<file path="config.mk">
export PLATFORM = sky130hd
export DESIGN_NAME = load_instruction_decoder
export DESIGN_NICKNAME = d
export VERILOG_FILES = /design/src/core/ld_dec_pkg.sv /design/src/core/load_reg_bank.sv /design/src/core/load_instruction_decoder.sv
export SDC_FILE = /design/constraint.sdc
export NUM_CORES = 1
export LEC_CHECK = 0
export BUFFER_PORTS_ARGS = -buffer_cell sky130_fd_sc_hd__buf_2
export CAP_MARGIN = 20
export CORE_MARGIN = 2
export CORE_UTILIZATION = 35
export DETAILED_ROUTE_END_ITERATION = 10
export PLACE_DENSITY = 0.52
export SLEW_MARGIN = 20
export SYNTH_ARGS = -nofsm -noshare
export SYNTH_HDL_FRONTEND = slang
export SYNTH_HIERARCHICAL = 1
export SYNTH_SLANG_ARGS = --single-unit
</file>
<file path="constraint.sdc">
create_clock -name mclk -period 5.3 [get_ports mclk]
set_input_delay 0.265 -clock mclk [delete_from_list [all_inputs] [get_ports mclk]]
set_output_delay 0.265 -clock mclk [all_outputs]
set_load 0.01 [all_outputs]
</file>
<file path="src/core/ld_dec_pkg.sv">
// ld_dec_pkg: opcodes, field codes, reset values, types and helpers
// shared by the load instruction decoder and its register bank.
// assumes a byte-wide external memory answering one cycle after a request.
package ld_dec_pkg;

  // ----------------------------------------------------------------
  // opcode bytes and field patterns
  // ----------------------------------------------------------------
  localparam logic [7:0] PFX_IDX_X = 8'hdd;
  localparam logic [7:0] PFX_IDX_Y = 8'hfd;
  localparam logic [7:0] PFX_EXT = 8'hed;
  localparam logic [7:0] OPC_WIDE_DIR = 8'h2a;
  localparam logic [7:0] OPC_IMM_MEM = 8'h36;
  localparam logic [7:0] OPC_BREAK = 8'h64;
  localparam logic [7:0] OPC_EXT_IV = 8'h47;
  localparam logic [1:0] GRP_IMM = 2'h0;
  localparam logic [1:0] GRP_MOVE = 2'h1;
  localparam logic [3:0] EXT_WIDE_LOW = 4'hb;
  localparam logic [2:0] REG_MEM_CODE = 3'h6;
  localparam logic [2:0] REG_ACC_CODE = 3'h7;

  // ----------------------------------------------------------------
  // reset values
  // ----------------------------------------------------------------
  localparam logic [15:0] PC_RESET = 16'h0000;
  localparam logic [15:0] WORD_RESET = 16'h0000;
  localparam logic [7:0] BYTE_RESET = 8'h00;
  localparam logic [7:0] FLAG_RESET = 8'h00;

  // ----------------------------------------------------------------
  // types
  // ----------------------------------------------------------------
  typedef enum logic [2:0] {
    WD_FIRST = 3'h0, WD_SECOND = 3'h1, WD_THIRD = 3'h2,
    WD_STACK = 3'h3, WD_IDX_X = 3'h4, WD_IDX_Y = 3'h5
  } wide_dest_e;

  typedef struct packed {
    logic [7:0] b, c, d, e, h, l, a, f, iv;
    logic [15:0] sp, ix, iy;
  } regs_s;

  typedef struct packed {
    logic rd;
    logic wr;
    logic [15:0] addr;
    logic [7:0] wdata;
  } mem_req_s;

  typedef struct packed {
    logic byte_en;
    logic [2:0] byte_code;
    logic [7:0] byte_data;
    logic pair_en;
    wide_dest_e pair_sel;
    logic [15:0] pair_data;
    logic iv_en;
  } rf_wr_s;

  // byte register by its three-bit code; the memory code reads zero
  function automatic logic [7:0] read_reg(regs_s r, logic [2:0] code);
    case (code)
      3'h0: return r.b;
      3'h1: return r.c;
      3'h2: return r.d;
      3'h3: return r.e;
      3'h4: return r.h;
      3'h5: return r.l;
      3'h7: return r.a;
      default: return BYTE_RESET;
    endcase
  endfunction

  // sixteen-bit register by its destination code
  function automatic logic [15:0] read_pair(regs_s r, wide_dest_e sel);
    case (sel)
      WD_FIRST: return {r.b, r.c};
      WD_SECOND: return {r.d, r.e};
      WD_THIRD: return {r.h, r.l};
      WD_STACK: return r.sp;
      WD_IDX_X: return r.ix;
      WD_IDX_Y: return r.iy;
      default: return WORD_RESET;
    endcase
  endfunction

endpackage

</file>
<file path="src/core/load_reg_bank.sv">
// load_reg_bank: byte registers, pairs, stack pointer, index registers,
// interrupt vector and flags of the load decoder.
// assumes one write request per cycle from the decoder on the same clock.
`timescale 1ns/1ps
`default_nettype none
module load_reg_bank
  import ld_dec_pkg::*;
(
  // clock and reset
  input wire logic mclk,
  input wire logic rst_b,
  input wire logic clk_en,
  // write requests
  input wire rf_wr_s wr,
  // register contents
  output regs_s regs
);

  logic [7:0] gp_reg [0:6];
  logic [7:0] gp_next [0:6];
  logic [15:0] sp_reg, ix_reg, iy_reg, sp_next, ix_next, iy_next;
  logic [7:0] iv_reg, iv_next, f_reg;

  // ----------------------------------------------------------------
  // byte registers, one entry per code except 110; the accumulator sits in slot 6
  // ----------------------------------------------------------------
  generate
    for (genvar k = 0; k < 7; k++) begin : g_gp
      localparam logic [2:0] CODE = (k == 6) ? REG_ACC_CODE : 3'(k);
      localparam logic [2:0] PSEL = 3'(k / 2);
      always_comb begin
        gp_next[k] = gp_reg[k];
        if (wr.byte_en && wr.byte_code == CODE) begin
          gp_next[k] = wr.byte_data;
        end else if (k < 6 && wr.pair_en && wr.pair_sel == wide_dest_e'(PSEL)) begin
          gp_next[k] = (k % 2 == 0) ? wr.pair_data[15:8] : wr.pair_data[7:0];
        end
      end
      always_ff @(posedge mclk or negedge rst_b) begin
        if (!rst_b) begin
          gp_reg[k] <= BYTE_RESET;
        end else if (clk_en) begin
          gp_reg[k] <= gp_next[k];
        end
      end
    end
  endgenerate

  // ----------------------------------------------------------------
  // wide registers and interrupt vector
  // ----------------------------------------------------------------
  always_comb begin
    sp_next = (wr.pair_en && wr.pair_sel == WD_STACK) ? wr.pair_data : sp_reg;
    ix_next = (wr.pair_en && wr.pair_sel == WD_IDX_X) ? wr.pair_data : ix_reg;
    iy_next = (wr.pair_en && wr.pair_sel == WD_IDX_Y) ? wr.pair_data : iy_reg;
    iv_next = wr.iv_en ? gp_reg[6] : iv_reg;
  end

  // flags have no write path: loads never touch them
  always_ff @(posedge mclk or negedge rst_b) begin
    if (!rst_b) begin
      sp_reg <= WORD_RESET;
      ix_reg <= WORD_RESET;
      iy_reg <= WORD_RESET;
      iv_reg <= BYTE_RESET;
      f_reg <= FLAG_RESET;
    end else if (clk_en) begin
      sp_reg <= sp_next;
      ix_reg <= ix_next;
      iy_reg <= iy_next;
      iv_reg <= iv_next;
      f_reg <= f_reg;
    end
  end

  // contents seen by the decoder and the outside
  assign regs = '{b: gp_reg[0], c: gp_reg[1], d: gp_reg[2], e: gp_reg[3],
                  h: gp_reg[4], l: gp_reg[5], a: gp_reg[6], f: f_reg,
                  iv: iv_reg, sp: sp_reg, ix: ix_reg, iy: iy_reg};

endmodule // load_reg_bank
`default_nettype wire

</file>
<file path="src/core/load_instruction_decoder.sv">
// load_instruction_decoder: fetch, decode and execute of load instructions.
// assumes external memory returns read data in the cycle after the request
// is seen, and takes a write in the cycle the request is seen.
//
// Summary of operation
// - direct wide load: byte at address to low half, next byte to high half
// - first address operand is low byte, second is high byte
// - wide load targets all pairs, stack, both index regs; 3 or 4 bytes
// - two-bit pair field: 00 first, 01 second, 10 third, 11 stack
// - no load instruction changes any flag bit
// - accumulator copied into the interrupt vector register, flags kept
// - immediate byte goes to register, pointer-pair memory or indexed memory
// - register codes 000..101 name b..l, 111 the accumulator, 110 none
// - immediate-to-memory form writes at the pointer pair address
// - indexed immediate: displacement fetched before data; 4 bytes
// - register store goes to register, pointer memory or indexed memory
// - register move decodes separate destination and source fields
// - moving h into h is a breakpoint, not a load
`timescale 1ns/1ps
`default_nettype none
module load_instruction_decoder
  import ld_dec_pkg::*;
(
  // clock and reset
  input wire logic mclk,
  input wire logic rst_b,
  input wire logic clk_en,
  // external memory
  output mem_req_s mem,
  input wire logic [7:0] mem_rdata,
  // status
  output regs_s regs,
  output logic [15:0] pc,
  output logic done_pulse,
  output logic brk_pulse,
  output logic unsup_pulse
);

  // ----------------------------------------------------------------
  // types and state
  // ----------------------------------------------------------------
  typedef enum logic [2:0] {
    ST_FETCH = 3'h0, ST_RWAIT = 3'h1, ST_RTAKE = 3'h2,
    ST_EXEC = 3'h3, ST_WWAIT = 3'h4
  } st_e;

  typedef enum logic [2:0] {
    T_OPC = 3'h0, T_OP0 = 3'h1, T_OP1 = 3'h2, T_MLO = 3'h3, T_MHI = 3'h4
  } tgt_e;

  typedef enum logic [1:0] {
    P_NONE = 2'h0, P_X = 2'h1, P_Y = 2'h2, P_EXT = 2'h3
  } pfx_e;

  typedef enum logic [3:0] {
    K_NONE = 4'h0, K_WIDE_DIR = 4'h1, K_IV = 4'h2, K_IMM_REG = 4'h3,
    K_IMM_PTR = 4'h4, K_IMM_IDX = 4'h5, K_MOVE_REG = 4'h6,
    K_MOVE_PTR = 4'h7, K_MOVE_IDX = 4'h8, K_BRK = 4'h9
  } op_kind_e;

  st_e state_reg, state_next;
  tgt_e tgt_reg, tgt_next;
  pfx_e pfx_reg, pfx_next;
  op_kind_e kind_reg, kind_next;
  wide_dest_e wdest_reg, wdest_next;
  logic [15:0] pc_reg, pc_next;
  logic [2:0] code_a_reg, code_a_next, code_b_reg, code_b_next;
  logic [7:0] opnd0_reg, opnd0_next, opnd1_reg, opnd1_next;
  logic [7:0] data_lo_reg, data_lo_next;
  mem_req_s mem_reg, mem_next;
  logic done_reg, done_next, brk_reg, brk_next, unsup_reg, unsup_next;
  rf_wr_s rf_wr;
  logic [15:0] idx_addr;

  // register bank
  load_reg_bank u_bank (
    .mclk(mclk),
    .rst_b(rst_b),
    .clk_en(clk_en),
    .wr(rf_wr),
    .regs(regs)
  );

  // index register plus sign-extended displacement
  always_comb begin
    idx_addr = read_pair(regs, (pfx_reg == P_Y) ? WD_IDX_Y : WD_IDX_X)
             + {{8{opnd0_reg[7]}}, opnd0_reg};
  end

  // ----------------------------------------------------------------
  // sequencer: next values
  // ----------------------------------------------------------------
  always_comb begin
    logic iss;
    logic [15:0] iss_addr;
    tgt_e iss_tgt;
    op_kind_e kd;
    iss = 1'b0;
    iss_addr = pc_reg;
    iss_tgt = T_OPC;
    kd = K_NONE;
    state_next = state_reg;
    tgt_next = tgt_reg;
    pfx_next = pfx_reg;
    kind_next = kind_reg;
    wdest_next = wdest_reg;
    pc_next = pc_reg;
    code_a_next = code_a_reg;
    code_b_next = code_b_reg;
    opnd0_next = opnd0_reg;
    opnd1_next = opnd1_reg;
    data_lo_next = data_lo_reg;
    mem_next = '0;
    rf_wr = '0;
    done_next = 1'b0;
    brk_next = 1'b0;
    unsup_next = 1'b0;
    case (state_reg)
      ST_FETCH: begin
        pfx_next = P_NONE;
        iss = 1'b1;
        iss_tgt = T_OPC;
        pc_next = pc_reg + 16'h0001;
      end
      ST_RWAIT: begin
        state_next = ST_RTAKE;
      end
      ST_RTAKE: begin
        case (tgt_reg)
          T_OPC: begin
            if (pfx_reg == P_NONE && (mem_rdata == PFX_IDX_X || mem_rdata == PFX_IDX_Y
                || mem_rdata == PFX_EXT)) begin
              // prefix: remember it and fetch the real opcode
              pfx_next = (mem_rdata == PFX_IDX_X) ? P_X : (mem_rdata == PFX_IDX_Y) ? P_Y : P_EXT;
              iss = 1'b1;
              iss_tgt = T_OPC;
              pc_next = pc_reg + 16'h0001;
            end else begin
              code_a_next = mem_rdata[5:3];
              code_b_next = mem_rdata[2:0];
              case (pfx_reg)
                P_NONE: begin
                  if (mem_rdata == OPC_WIDE_DIR) begin
                    kd = K_WIDE_DIR;
                    wdest_next = WD_THIRD;
                  end else if (mem_rdata[7:6] == GRP_IMM && mem_rdata[2:0] == REG_MEM_CODE) begin
                    kd = (mem_rdata[5:3] == REG_MEM_CODE) ? K_IMM_PTR : K_IMM_REG;
                  end else if (mem_rdata[7:6] == GRP_MOVE) begin
                    if (mem_rdata == OPC_BREAK) begin
                      kd = K_BRK;
                    end else if (mem_rdata[2:0] == REG_MEM_CODE) begin
                      kd = K_NONE;
                    end else if (mem_rdata[5:3] == REG_MEM_CODE) begin
                      kd = K_MOVE_PTR;
                    end else begin
                      kd = K_MOVE_REG;
                    end
                  end
                end
                P_X, P_Y: begin
                  if (mem_rdata == OPC_WIDE_DIR) begin
                    kd = K_WIDE_DIR;
                    wdest_next = (pfx_reg == P_Y) ? WD_IDX_Y : WD_IDX_X;
                  end else if (mem_rdata == OPC_IMM_MEM) begin
                    kd = K_IMM_IDX;
                  end else if (mem_rdata[7:6] == GRP_MOVE && mem_rdata[5:3] == REG_MEM_CODE
                      && mem_rdata[2:0] != REG_MEM_CODE) begin
                    kd = K_MOVE_IDX;
                  end
                end
                default: begin
                  if (mem_rdata == OPC_EXT_IV) begin
                    kd = K_IV;
                  end else if (mem_rdata[7:6] == GRP_MOVE && mem_rdata[3:0] == EXT_WIDE_LOW) begin
                    kd = K_WIDE_DIR;
                    wdest_next = wide_dest_e'({1'b0, mem_rdata[5:4]});
                  end
                end
              endcase
              kind_next = kd;
              if (kd == K_WIDE_DIR || kd == K_IMM_IDX || kd == K_IMM_REG
                  || kd == K_IMM_PTR || kd == K_MOVE_IDX) begin
                iss = 1'b1;
                iss_tgt = T_OP0;
                pc_next = pc_reg + 16'h0001;
              end else begin
                state_next = ST_EXEC;
              end
            end
          end
          T_OP0: begin
            // first operand: address low byte, displacement or immediate
            opnd0_next = mem_rdata;
            if (kind_reg == K_WIDE_DIR || kind_reg == K_IMM_IDX) begin
              iss = 1'b1;
              iss_tgt = T_OP1;
              pc_next = pc_reg + 16'h0001;
            end else begin
              state_next = ST_EXEC;
            end
          end
          T_OP1: begin
            opnd1_next = mem_rdata;
            if (kind_reg == K_WIDE_DIR) begin
              iss = 1'b1;
              iss_tgt = T_MLO;
              iss_addr = {mem_rdata, opnd0_reg};
            end else begin
              state_next = ST_EXEC;
            end
          end
          T_MLO: begin
            data_lo_next = mem_rdata;
            iss = 1'b1;
            iss_tgt = T_MHI;
            iss_addr = {opnd1_reg, opnd0_reg} + 16'h0001;
          end
          T_MHI: begin
            rf_wr.pair_en = 1'b1;
            rf_wr.pair_sel = wdest_reg;
            rf_wr.pair_data = {mem_rdata, data_lo_reg};
            done_next = 1'b1;
            state_next = ST_FETCH;
          end
          default: begin
            state_next = ST_FETCH;
          end
        endcase
      end
      ST_EXEC: begin
        done_next = 1'b1;
        state_next = ST_FETCH;
        case (kind_reg)
          K_IV: begin
            rf_wr.iv_en = 1'b1;
          end
          K_IMM_REG: begin
            rf_wr.byte_en = 1'b1;
            rf_wr.byte_code = code_a_reg;
            rf_wr.byte_data = opnd0_reg;
          end
          K_MOVE_REG: begin
            rf_wr.byte_en = 1'b1;
            rf_wr.byte_code = code_a_reg;
            rf_wr.byte_data = read_reg(regs, code_b_reg);
          end
          K_IMM_PTR, K_MOVE_PTR: begin
            mem_next.wr = 1'b1;
            mem_next.addr = read_pair(regs, WD_THIRD);
            mem_next.wdata = (kind_reg == K_IMM_PTR) ? opnd0_reg : read_reg(regs, code_b_reg);
            state_next = ST_WWAIT;
          end
          K_IMM_IDX, K_MOVE_IDX: begin
            mem_next.wr = 1'b1;
            mem_next.addr = idx_addr;
            mem_next.wdata = (kind_reg == K_IMM_IDX) ? opnd1_reg : read_reg(regs, code_b_reg);
            state_next = ST_WWAIT;
          end
          K_BRK: begin
            brk_next = 1'b1;
          end
          default: begin
            unsup_next = 1'b1;
          end
        endcase
      end
      ST_WWAIT: begin
        state_next = ST_FETCH;
      end
      default: begin
        state_next = ST_FETCH;
      end
    endcase
    if (iss) begin
      mem_next.rd = 1'b1;
      mem_next.addr = iss_addr;
      tgt_next = iss_tgt;
      state_next = ST_RWAIT;
    end
  end

  // ----------------------------------------------------------------
  // sequencer: registers
  // ----------------------------------------------------------------
  always_ff @(posedge mclk or negedge rst_b) begin
    if (!rst_b) begin
      state_reg <= ST_FETCH;
      tgt_reg <= T_OPC;
      pfx_reg <= P_NONE;
      kind_reg <= K_NONE;
      wdest_reg <= WD_FIRST;
      pc_reg <= PC_RESET;
      code_a_reg <= 3'h0;
      code_b_reg <= 3'h0;
      opnd0_reg <= BYTE_RESET;
      opnd1_reg <= BYTE_RESET;
      data_lo_reg <= BYTE_RESET;
      mem_reg <= '0;
      done_reg <= 1'b0;
      brk_reg <= 1'b0;
      unsup_reg <= 1'b0;
    end else if (clk_en) begin
      state_reg <= state_next;
      tgt_reg <= tgt_next;
      pfx_reg <= pfx_next;
      kind_reg <= kind_next;
      wdest_reg <= wdest_next;
      pc_reg <= pc_next;
      code_a_reg <= code_a_next;
      code_b_reg <= code_b_next;
      opnd0_reg <= opnd0_next;
      opnd1_reg <= opnd1_next;
      data_lo_reg <= data_lo_next;
      mem_reg <= mem_next;
      done_reg <= done_next;
      brk_reg <= brk_next;
      unsup_reg <= unsup_next;
    end
  end

  // outputs straight from flops
  assign mem = mem_reg;
  assign pc = pc_reg;
  assign done_pulse = done_reg;
  assign brk_pulse = brk_reg;
  assign unsup_pulse = unsup_reg;
endmodule // load_instruction_decoder
`default_nettype wire

</file>
## Yosys cells after proc, flatten, opt, wreduce, memory -nomap -nowiden

Index checks and enable logic that the tools add are counted.

- Word-level logic and storage cells: 257
- Flip-flop bits (word level): 202

- Reduce and logical (&&, ||, !) cells: 66
- Muxes and demuxes: 87
- Eq/ne operators: 71
- Bitwise operators: 1
- Add/sub/neg operators: 3

Operators with widths:

| cell | count |
|---|---|
| $mux W8 | 14 |
| $mux W16 | 6 |
| $pmux W16 S2 | 3 |
| $pmux W16 S6 | 1 |
| $pmux W8 S7 | 1 |
| $pmux W25 S2 | 1 |
| $mux W20 | 2 |
| $mux W4 | 10 |
| $eq A3 B3 Y1 const B | 13 |
| $mux W3 | 13 |
| $eq A3 B2 Y1 const B | 12 |
| $pmux W3 S4 | 3 |
| $add A16 B1 Y16 const B | 2 |
| $mux W25 | 1 |
| $eq A4 B3 Y1 const B | 6 |
| $eq A8 B8 Y1 const B | 3 |
| $pmux W12 S2 | 1 |
| $reduce_and A2 Y1 | 12 |
| $ne A4 B4 Y1 const B | 5 |
| $eq A3 B1 Y1 const B | 6 |
| $logic_and A1 B1 Y1 | 18 |
| $logic_not A3 Y1 | 6 |
| $mux W1 | 18 |
| $add A16 B16 Y16 | 1 |
| 32 further kinds | 70 |

## Logic depth before layout (Yosys ltp)

- Depth in word-level cells: 22
- Mapped depth: 17
- Gate-level depth less buffers: 15

## Hierarchy

Netlist, hierarchy kept.

By module, submodules not included:

| module | cells each | times used | sequential area each (µm²) | area an instance (µm²) |
|---|---|---|---|---|
| load_instruction_decoder | 759 | 1 | 2252.2 | 6842.8 |
| load_reg_bank | 361 | 1 | 2802.7 | 4762.1 |

## Least setup slack after synthesis

No wires, ideal clock.

- Path type: register to register
- Start: register pfx_reg[0]
- End: register mem_reg, in the netlist mem[22]
- Setup slack: 1552 ps
- Stages on the path, launching flop included: 18
- Clock period less this slack: 3748 ps
- Arrival: 3607 ps
- Library setup time: 141 ps
- Cells stage by stage: dfrtp_1 > inv_1 > ha_1 > clkbuf_1 > buf_1 > mux2_2 > ha_1 > inv_1 > fa_1 > nor2b_1 > o21a_1 > a311o_1 > a31oi_1 > o21ai_0 > a21o_1 > a21oi_1 > xor2_1 > o221ai_1

- Word-level cells in the longest chain between the ends: 16
- Elaborated cells between the ends (all ways): 34
- Those cells by class: 1 x add/sub; 12 x eq/ne; 13 x mux; 8 x reduce/logical

RTL lines:

| element | line | text |
|---|---|---|
| start: declaration | load_instruction_decoder.sv:63 | `pfx_e pfx_reg, pfx_next;` |
| start signal: assignment | load_instruction_decoder.sv:305 | `pfx_reg <= pfx_next;` |
| $eq A2 B2 Y1 / $eq A2 B1 Y1 (equally long branches) | load_instruction_decoder.sv:86, load_instruction_decoder.sv:141 |  |
| $reduce_or A2 Y1 | load_instruction_decoder.sv:141 | `case (pfx_reg)` |
| $pmux W4 S2 | load_instruction_decoder.sv:141 |  |
| $mux W4 | load_instruction_decoder.sv:131 | `if (pfx_reg == P_NONE && (mem_rdata == PFX_IDX_X \|\| mem_rdata == PFX_IDX_Y` |
| $mux W4 | load_instruction_decoder.sv:129 | `case (tgt_reg)` |
| $mux W4 | load_instruction_decoder.sv:118 | `case (state_reg)` |
| $eq A4 B1 Y1 / $eq A4 B3 Y1 (equally long branches) | load_instruction_decoder.sv:181 | `if (kd == K_WIDE_DIR \|\| kd == K_IMM_IDX \|\| kd == K_IMM_REG` |
| $logic_or A1 B1 Y1 (2 in series) | load_instruction_decoder.sv:181 |  |
| $logic_or A1 B1 Y1 (2 in series) | load_instruction_decoder.sv:182 | `\|\| kd == K_IMM_PTR \|\| kd == K_MOVE_IDX) begin` |
| $mux W1 | load_instruction_decoder.sv:181 |  |
| $mux W1 | load_instruction_decoder.sv:131 |  |
| $pmux W1 S4 | load_instruction_decoder.sv:129 |  |
| $pmux W1 S2 | load_instruction_decoder.sv:118 |  |
| $mux W16 (*) | load_instruction_decoder.sv:274 | `if (iss) begin` |
| end signal: assignment | load_instruction_decoder.sv:314 | `mem_reg <= mem_next;` |
| end: declaration | load_instruction_decoder.sv:70 | `mem_req_s mem_reg, mem_next;` |

Mark *: on every way between the ends. The rest lies on a longest branch, timed or not. The select of a mux whose other input is x is not followed.
A chain may end at the register's enable or synchronous reset.

## Worst setup path in the final report

Ends and elaborated chain as after synthesis.

==> impl_metrics.csv <==
group,metric,value,unit
power_and_ir_drop,intPower,3.27,mW
setup_path,critPathTopFamily,"compound AO/OA/AOI/OAI gates",
power_and_ir_drop,power,5.02,mW
synth,avgSynthCellArea,10.4,um^2
sta,finalSetupTns,0,ns
cells_and_area,fin_nets,1289,
synth,syn_area,0.0116,mm^2
routing,drc,0,
floorplanning,die_h,186,um
power_and_ir_drop,p_clk_frac,0.363,
sta,max-slew-margin-rel,0.327,
routing,via_per_inst,5.69,
synth,synth.distinct_cells,83,
clock_network,ctsResizeCount,0,
worst_hold_path,hp-class,"input port to flip-flop",
cells_and_area,layout-drive-gt1-share,0.282,
clock_network,clock_sinks,202,
place,placed_cells,1670,
grt,grt_pass1_wl,59200,um
cells_and_area,instances_no_fill,1717,
routing,wire_per_inst,23.1,um
floorplanning,dieArea,0.0346,mm^2
synth,synth_seq_area_share,0.436,
cells_and_area,area.growth.synth_to_final,17.8,%
floorplanning,start_util,0.356,
power_and_ir_drop,ir_drop,0.265,mV
setup_path,slowest_delay,0.67,ns
setup_path,rr_worst_depth,15,
outcome,status,"complete, no violations",
grt,grt_pass1_vias,9333,
cells_and_area,design_area,0.0137,mm^2
power_and_ir_drop,seqPwrFrac,0.403,
setup_path,critical_path_cell_count,15,
sta,finalHoldViolations,0,
synth,synth-seq-cells,202,
synth,postSynthCellCount,1120,
routing,ant_nets,0,
cells_and_area,final_util,0.419,
sta,worst_pin_slew,1.01,ns
synth,synth_edf_count,0,
grt,grtUsageTotal,0.227,
synth,yosys.area.top_type,"dfrtp_1",
place,dp_hpwl,29200,um
setup_path,crit_chain,"inv_1 > ha_1 > mux2_2 > ha_1 > inv_1 > fa_1 > nor2b_1 > o21a_1 > a311o_1 > a31oi_1 > o21ai_0 > a21o_1 > a21oi_1 > xor2_1 > o221ai_1",
clock_network,root_buffer,"clkbuf_16",
clock_network,cts_buffers,26,
setup_path,crit_required,5.71,ns
cells_and_area,nFillCells,3225,
grt,overflow,0,
clock_network,path_clk_slew,0.06,ns
floorplanning,core,0.0326,mm^2
setup_path,cp_max_fo,17,
power_and_ir_drop,leakagePower,6.43,nW
setup_path,startpoint_type,"flip-flop",
power_and_ir_drop,p_switching,1.75,mW
setup_path,criticalPathCategory,"flip-flop to flip-flop",
grt,antenna_found_initial,0,
routing,drt_wl_total,39700,um
clock_network,clock_path_buffers,3,
worst_hold_path,hold_depth,3,
cells_and_area,antenna_cells,0,
floorplanning,fp-row-count,66,
routing,drtIter0Drc,903,
setup_path,critical_path_buf_inv_count,2,
setup_path,slowest_stage,"ha_1",
setup_path,arrival,4.38,ns
sta,period_share,0.748,
power_and_ir_drop,comb_power_share,0.234,
routing,drt_pre_antenna_iters,5,
synth,ys.warnings.count,6,
setup_path,crit_path_end_kind,"flip-flop",
clock_network,cts_htree_levels,1,
sta,drv_slew,0,
sta,rsz0062_at_grt,"no",
job,cap_violations,0,
sta,setup_viol,0,
power_and_ir_drop,switching_share,0.349,
routing,vias,9768,
place,gp_congestion,0.888,
synth,synth_ff_type,"dfrtp_1",
cells_and_area,largest_register_ffs,56,
place,placed_cell_area,0.0128,mm^2
sta,finClkSkew,0.0275,ns
power_and_ir_drop,power.density,367,mW/mm^2
clock_network,cts_tree,"yes",
place,io_buffers,167,
floorplanning,die_w,186,um
synth,synth.top_cell.area_share,0.436,
synth,synthTopCellsByArea,"dfrtp_1 44%, mux2_2 11%, a221o_1 4.2%",
grt,grt_max_degree,117,
sta,fin_crit,3.97,ns
sta,fmax,252,MHz
synth,async_reset_ff_frac,1.00,
floorplanning,ios,176,
clock_network,clk_latency,0.55,ns
==> cell families (layout without fill, tap and decap cells) <==
logic type / count (synthesis) / after routing / share of synthesized area
buffers and inverters: 105 / 253 / 0.0416
flip-flops: 202 / 202 / 0.436
other: 1 / 8 / 0.000323
AND/OR/NAND/NOR: 355 / 355 / 0.166
AO/OA/AOI/OAI: 256 / 256 / 0.165
XOR/XNOR: 39 / 39 / 0.0294
multiplexers: 141 / 141 / 0.139
adder cells (fa/ha/maj): 21 / 21 / 0.0233
==> power groups by stage <==
stage | logic [mW] | clock network, mW | registers, mW
2_1_floorplan | 0.932 | 0 | 1.84
3_3_place_gp | 1.15 | 0 | 2.04
3_5_place_dp | 1.16 | 0 | 2.04
4_1_cts | 1.17 | 1.86 | 2.02
5_1_grt | 1.29 | 1.93 | 2.05
6_report | 1.18 | 1.82 | 2.02
==> repair_timing <==
item,4_1_cts,5_1_grt
hold endpoints to repair,86,0
setup buffers,0,0
hold buffers,1,0
==> worst paths after layout <==
check / start / endpoint / slack, ns
hold / removal: mem_rdata[0] / code_b_reg[0] / 0.20
hold reg to reg: mem[13] / mem[13] / 0.47
max in group asynchronous: rst_b / mem[18] / 3.83
setup / recovery: pfx_reg[0] / mem[22] / 1.33
setup reg to reg: pfx_reg[0] / mem[22] / 1.33
min in group asynchronous: rst_b / u_bank/sp_reg[1] / 0.33
==> layer usage <==
metal  vias up  global-route usage  wire, um
met1      4913               0.330     18500
li1       4418                   -         -
met5         -                   0         0
met4         0              0.0683      1000
met2       388               0.347     17500
met3        49              0.0362      2670
==> layout by cell type (no fill, tap or decap), types with 26 or more instances in the layout <==
master,count
dfrtp_1,202
clkbuf_16,26
a21oi_1,40
a221o_1,49
buf_2,166
a22oi_1,28
nand2_1,55
nor2_1,125
o21ai_0,45
and2_1,46
mux2_2,112
==> synth_stat cells, types with 8 or more instances <==
cell type and number:
a22oi_1 28, dfrtp_1 202, buf_4 8, and2_1 46, xor2_1 22, o21ai_1 10, nor3_1 13, a221o_1 49
buf_2 11, a21oi_1 40, nor2_1 125, mux2_2 112, clkbuf_1 52, nand2_1 55, nand4_1 9, ha_1 20
nand3_1 23, o2bb2ai_1 9, xnor2_1 17, inv_1 24, and3_1 8, mux2i_1 23, o21ai_0 45, nor2b_1 8
==> per-stage QoR <==
stage                     hold slack, ns  setup slack (ns)
after floorplan                  -0.0306              1.55
after global placement             0.364              1.43
after detailed placement           0.372              1.33
after CTS                          0.179              1.35
after global routing               0.212              1.06
final                              0.205              1.33
==> area by class of cell <==
cell class              instances  area (um^2)  share of cell area
repair buffers                182          972              0.0711
clock inverters                 7          138              0.0101
flip-flops and latches        202         5050               0.370
multi-input cells             820         6100               0.446
well taps                     442          553              0.0404
inverters                      25         93.8             0.00686
clock buffers                  39          759              0.0555
==> worst min-delay path, cell delays in order <==
cell     delay [ns]
buf_2          0.23
nand2_1        0.11
o21ai_0        0.08
Power figures use the tool's default switching activity.
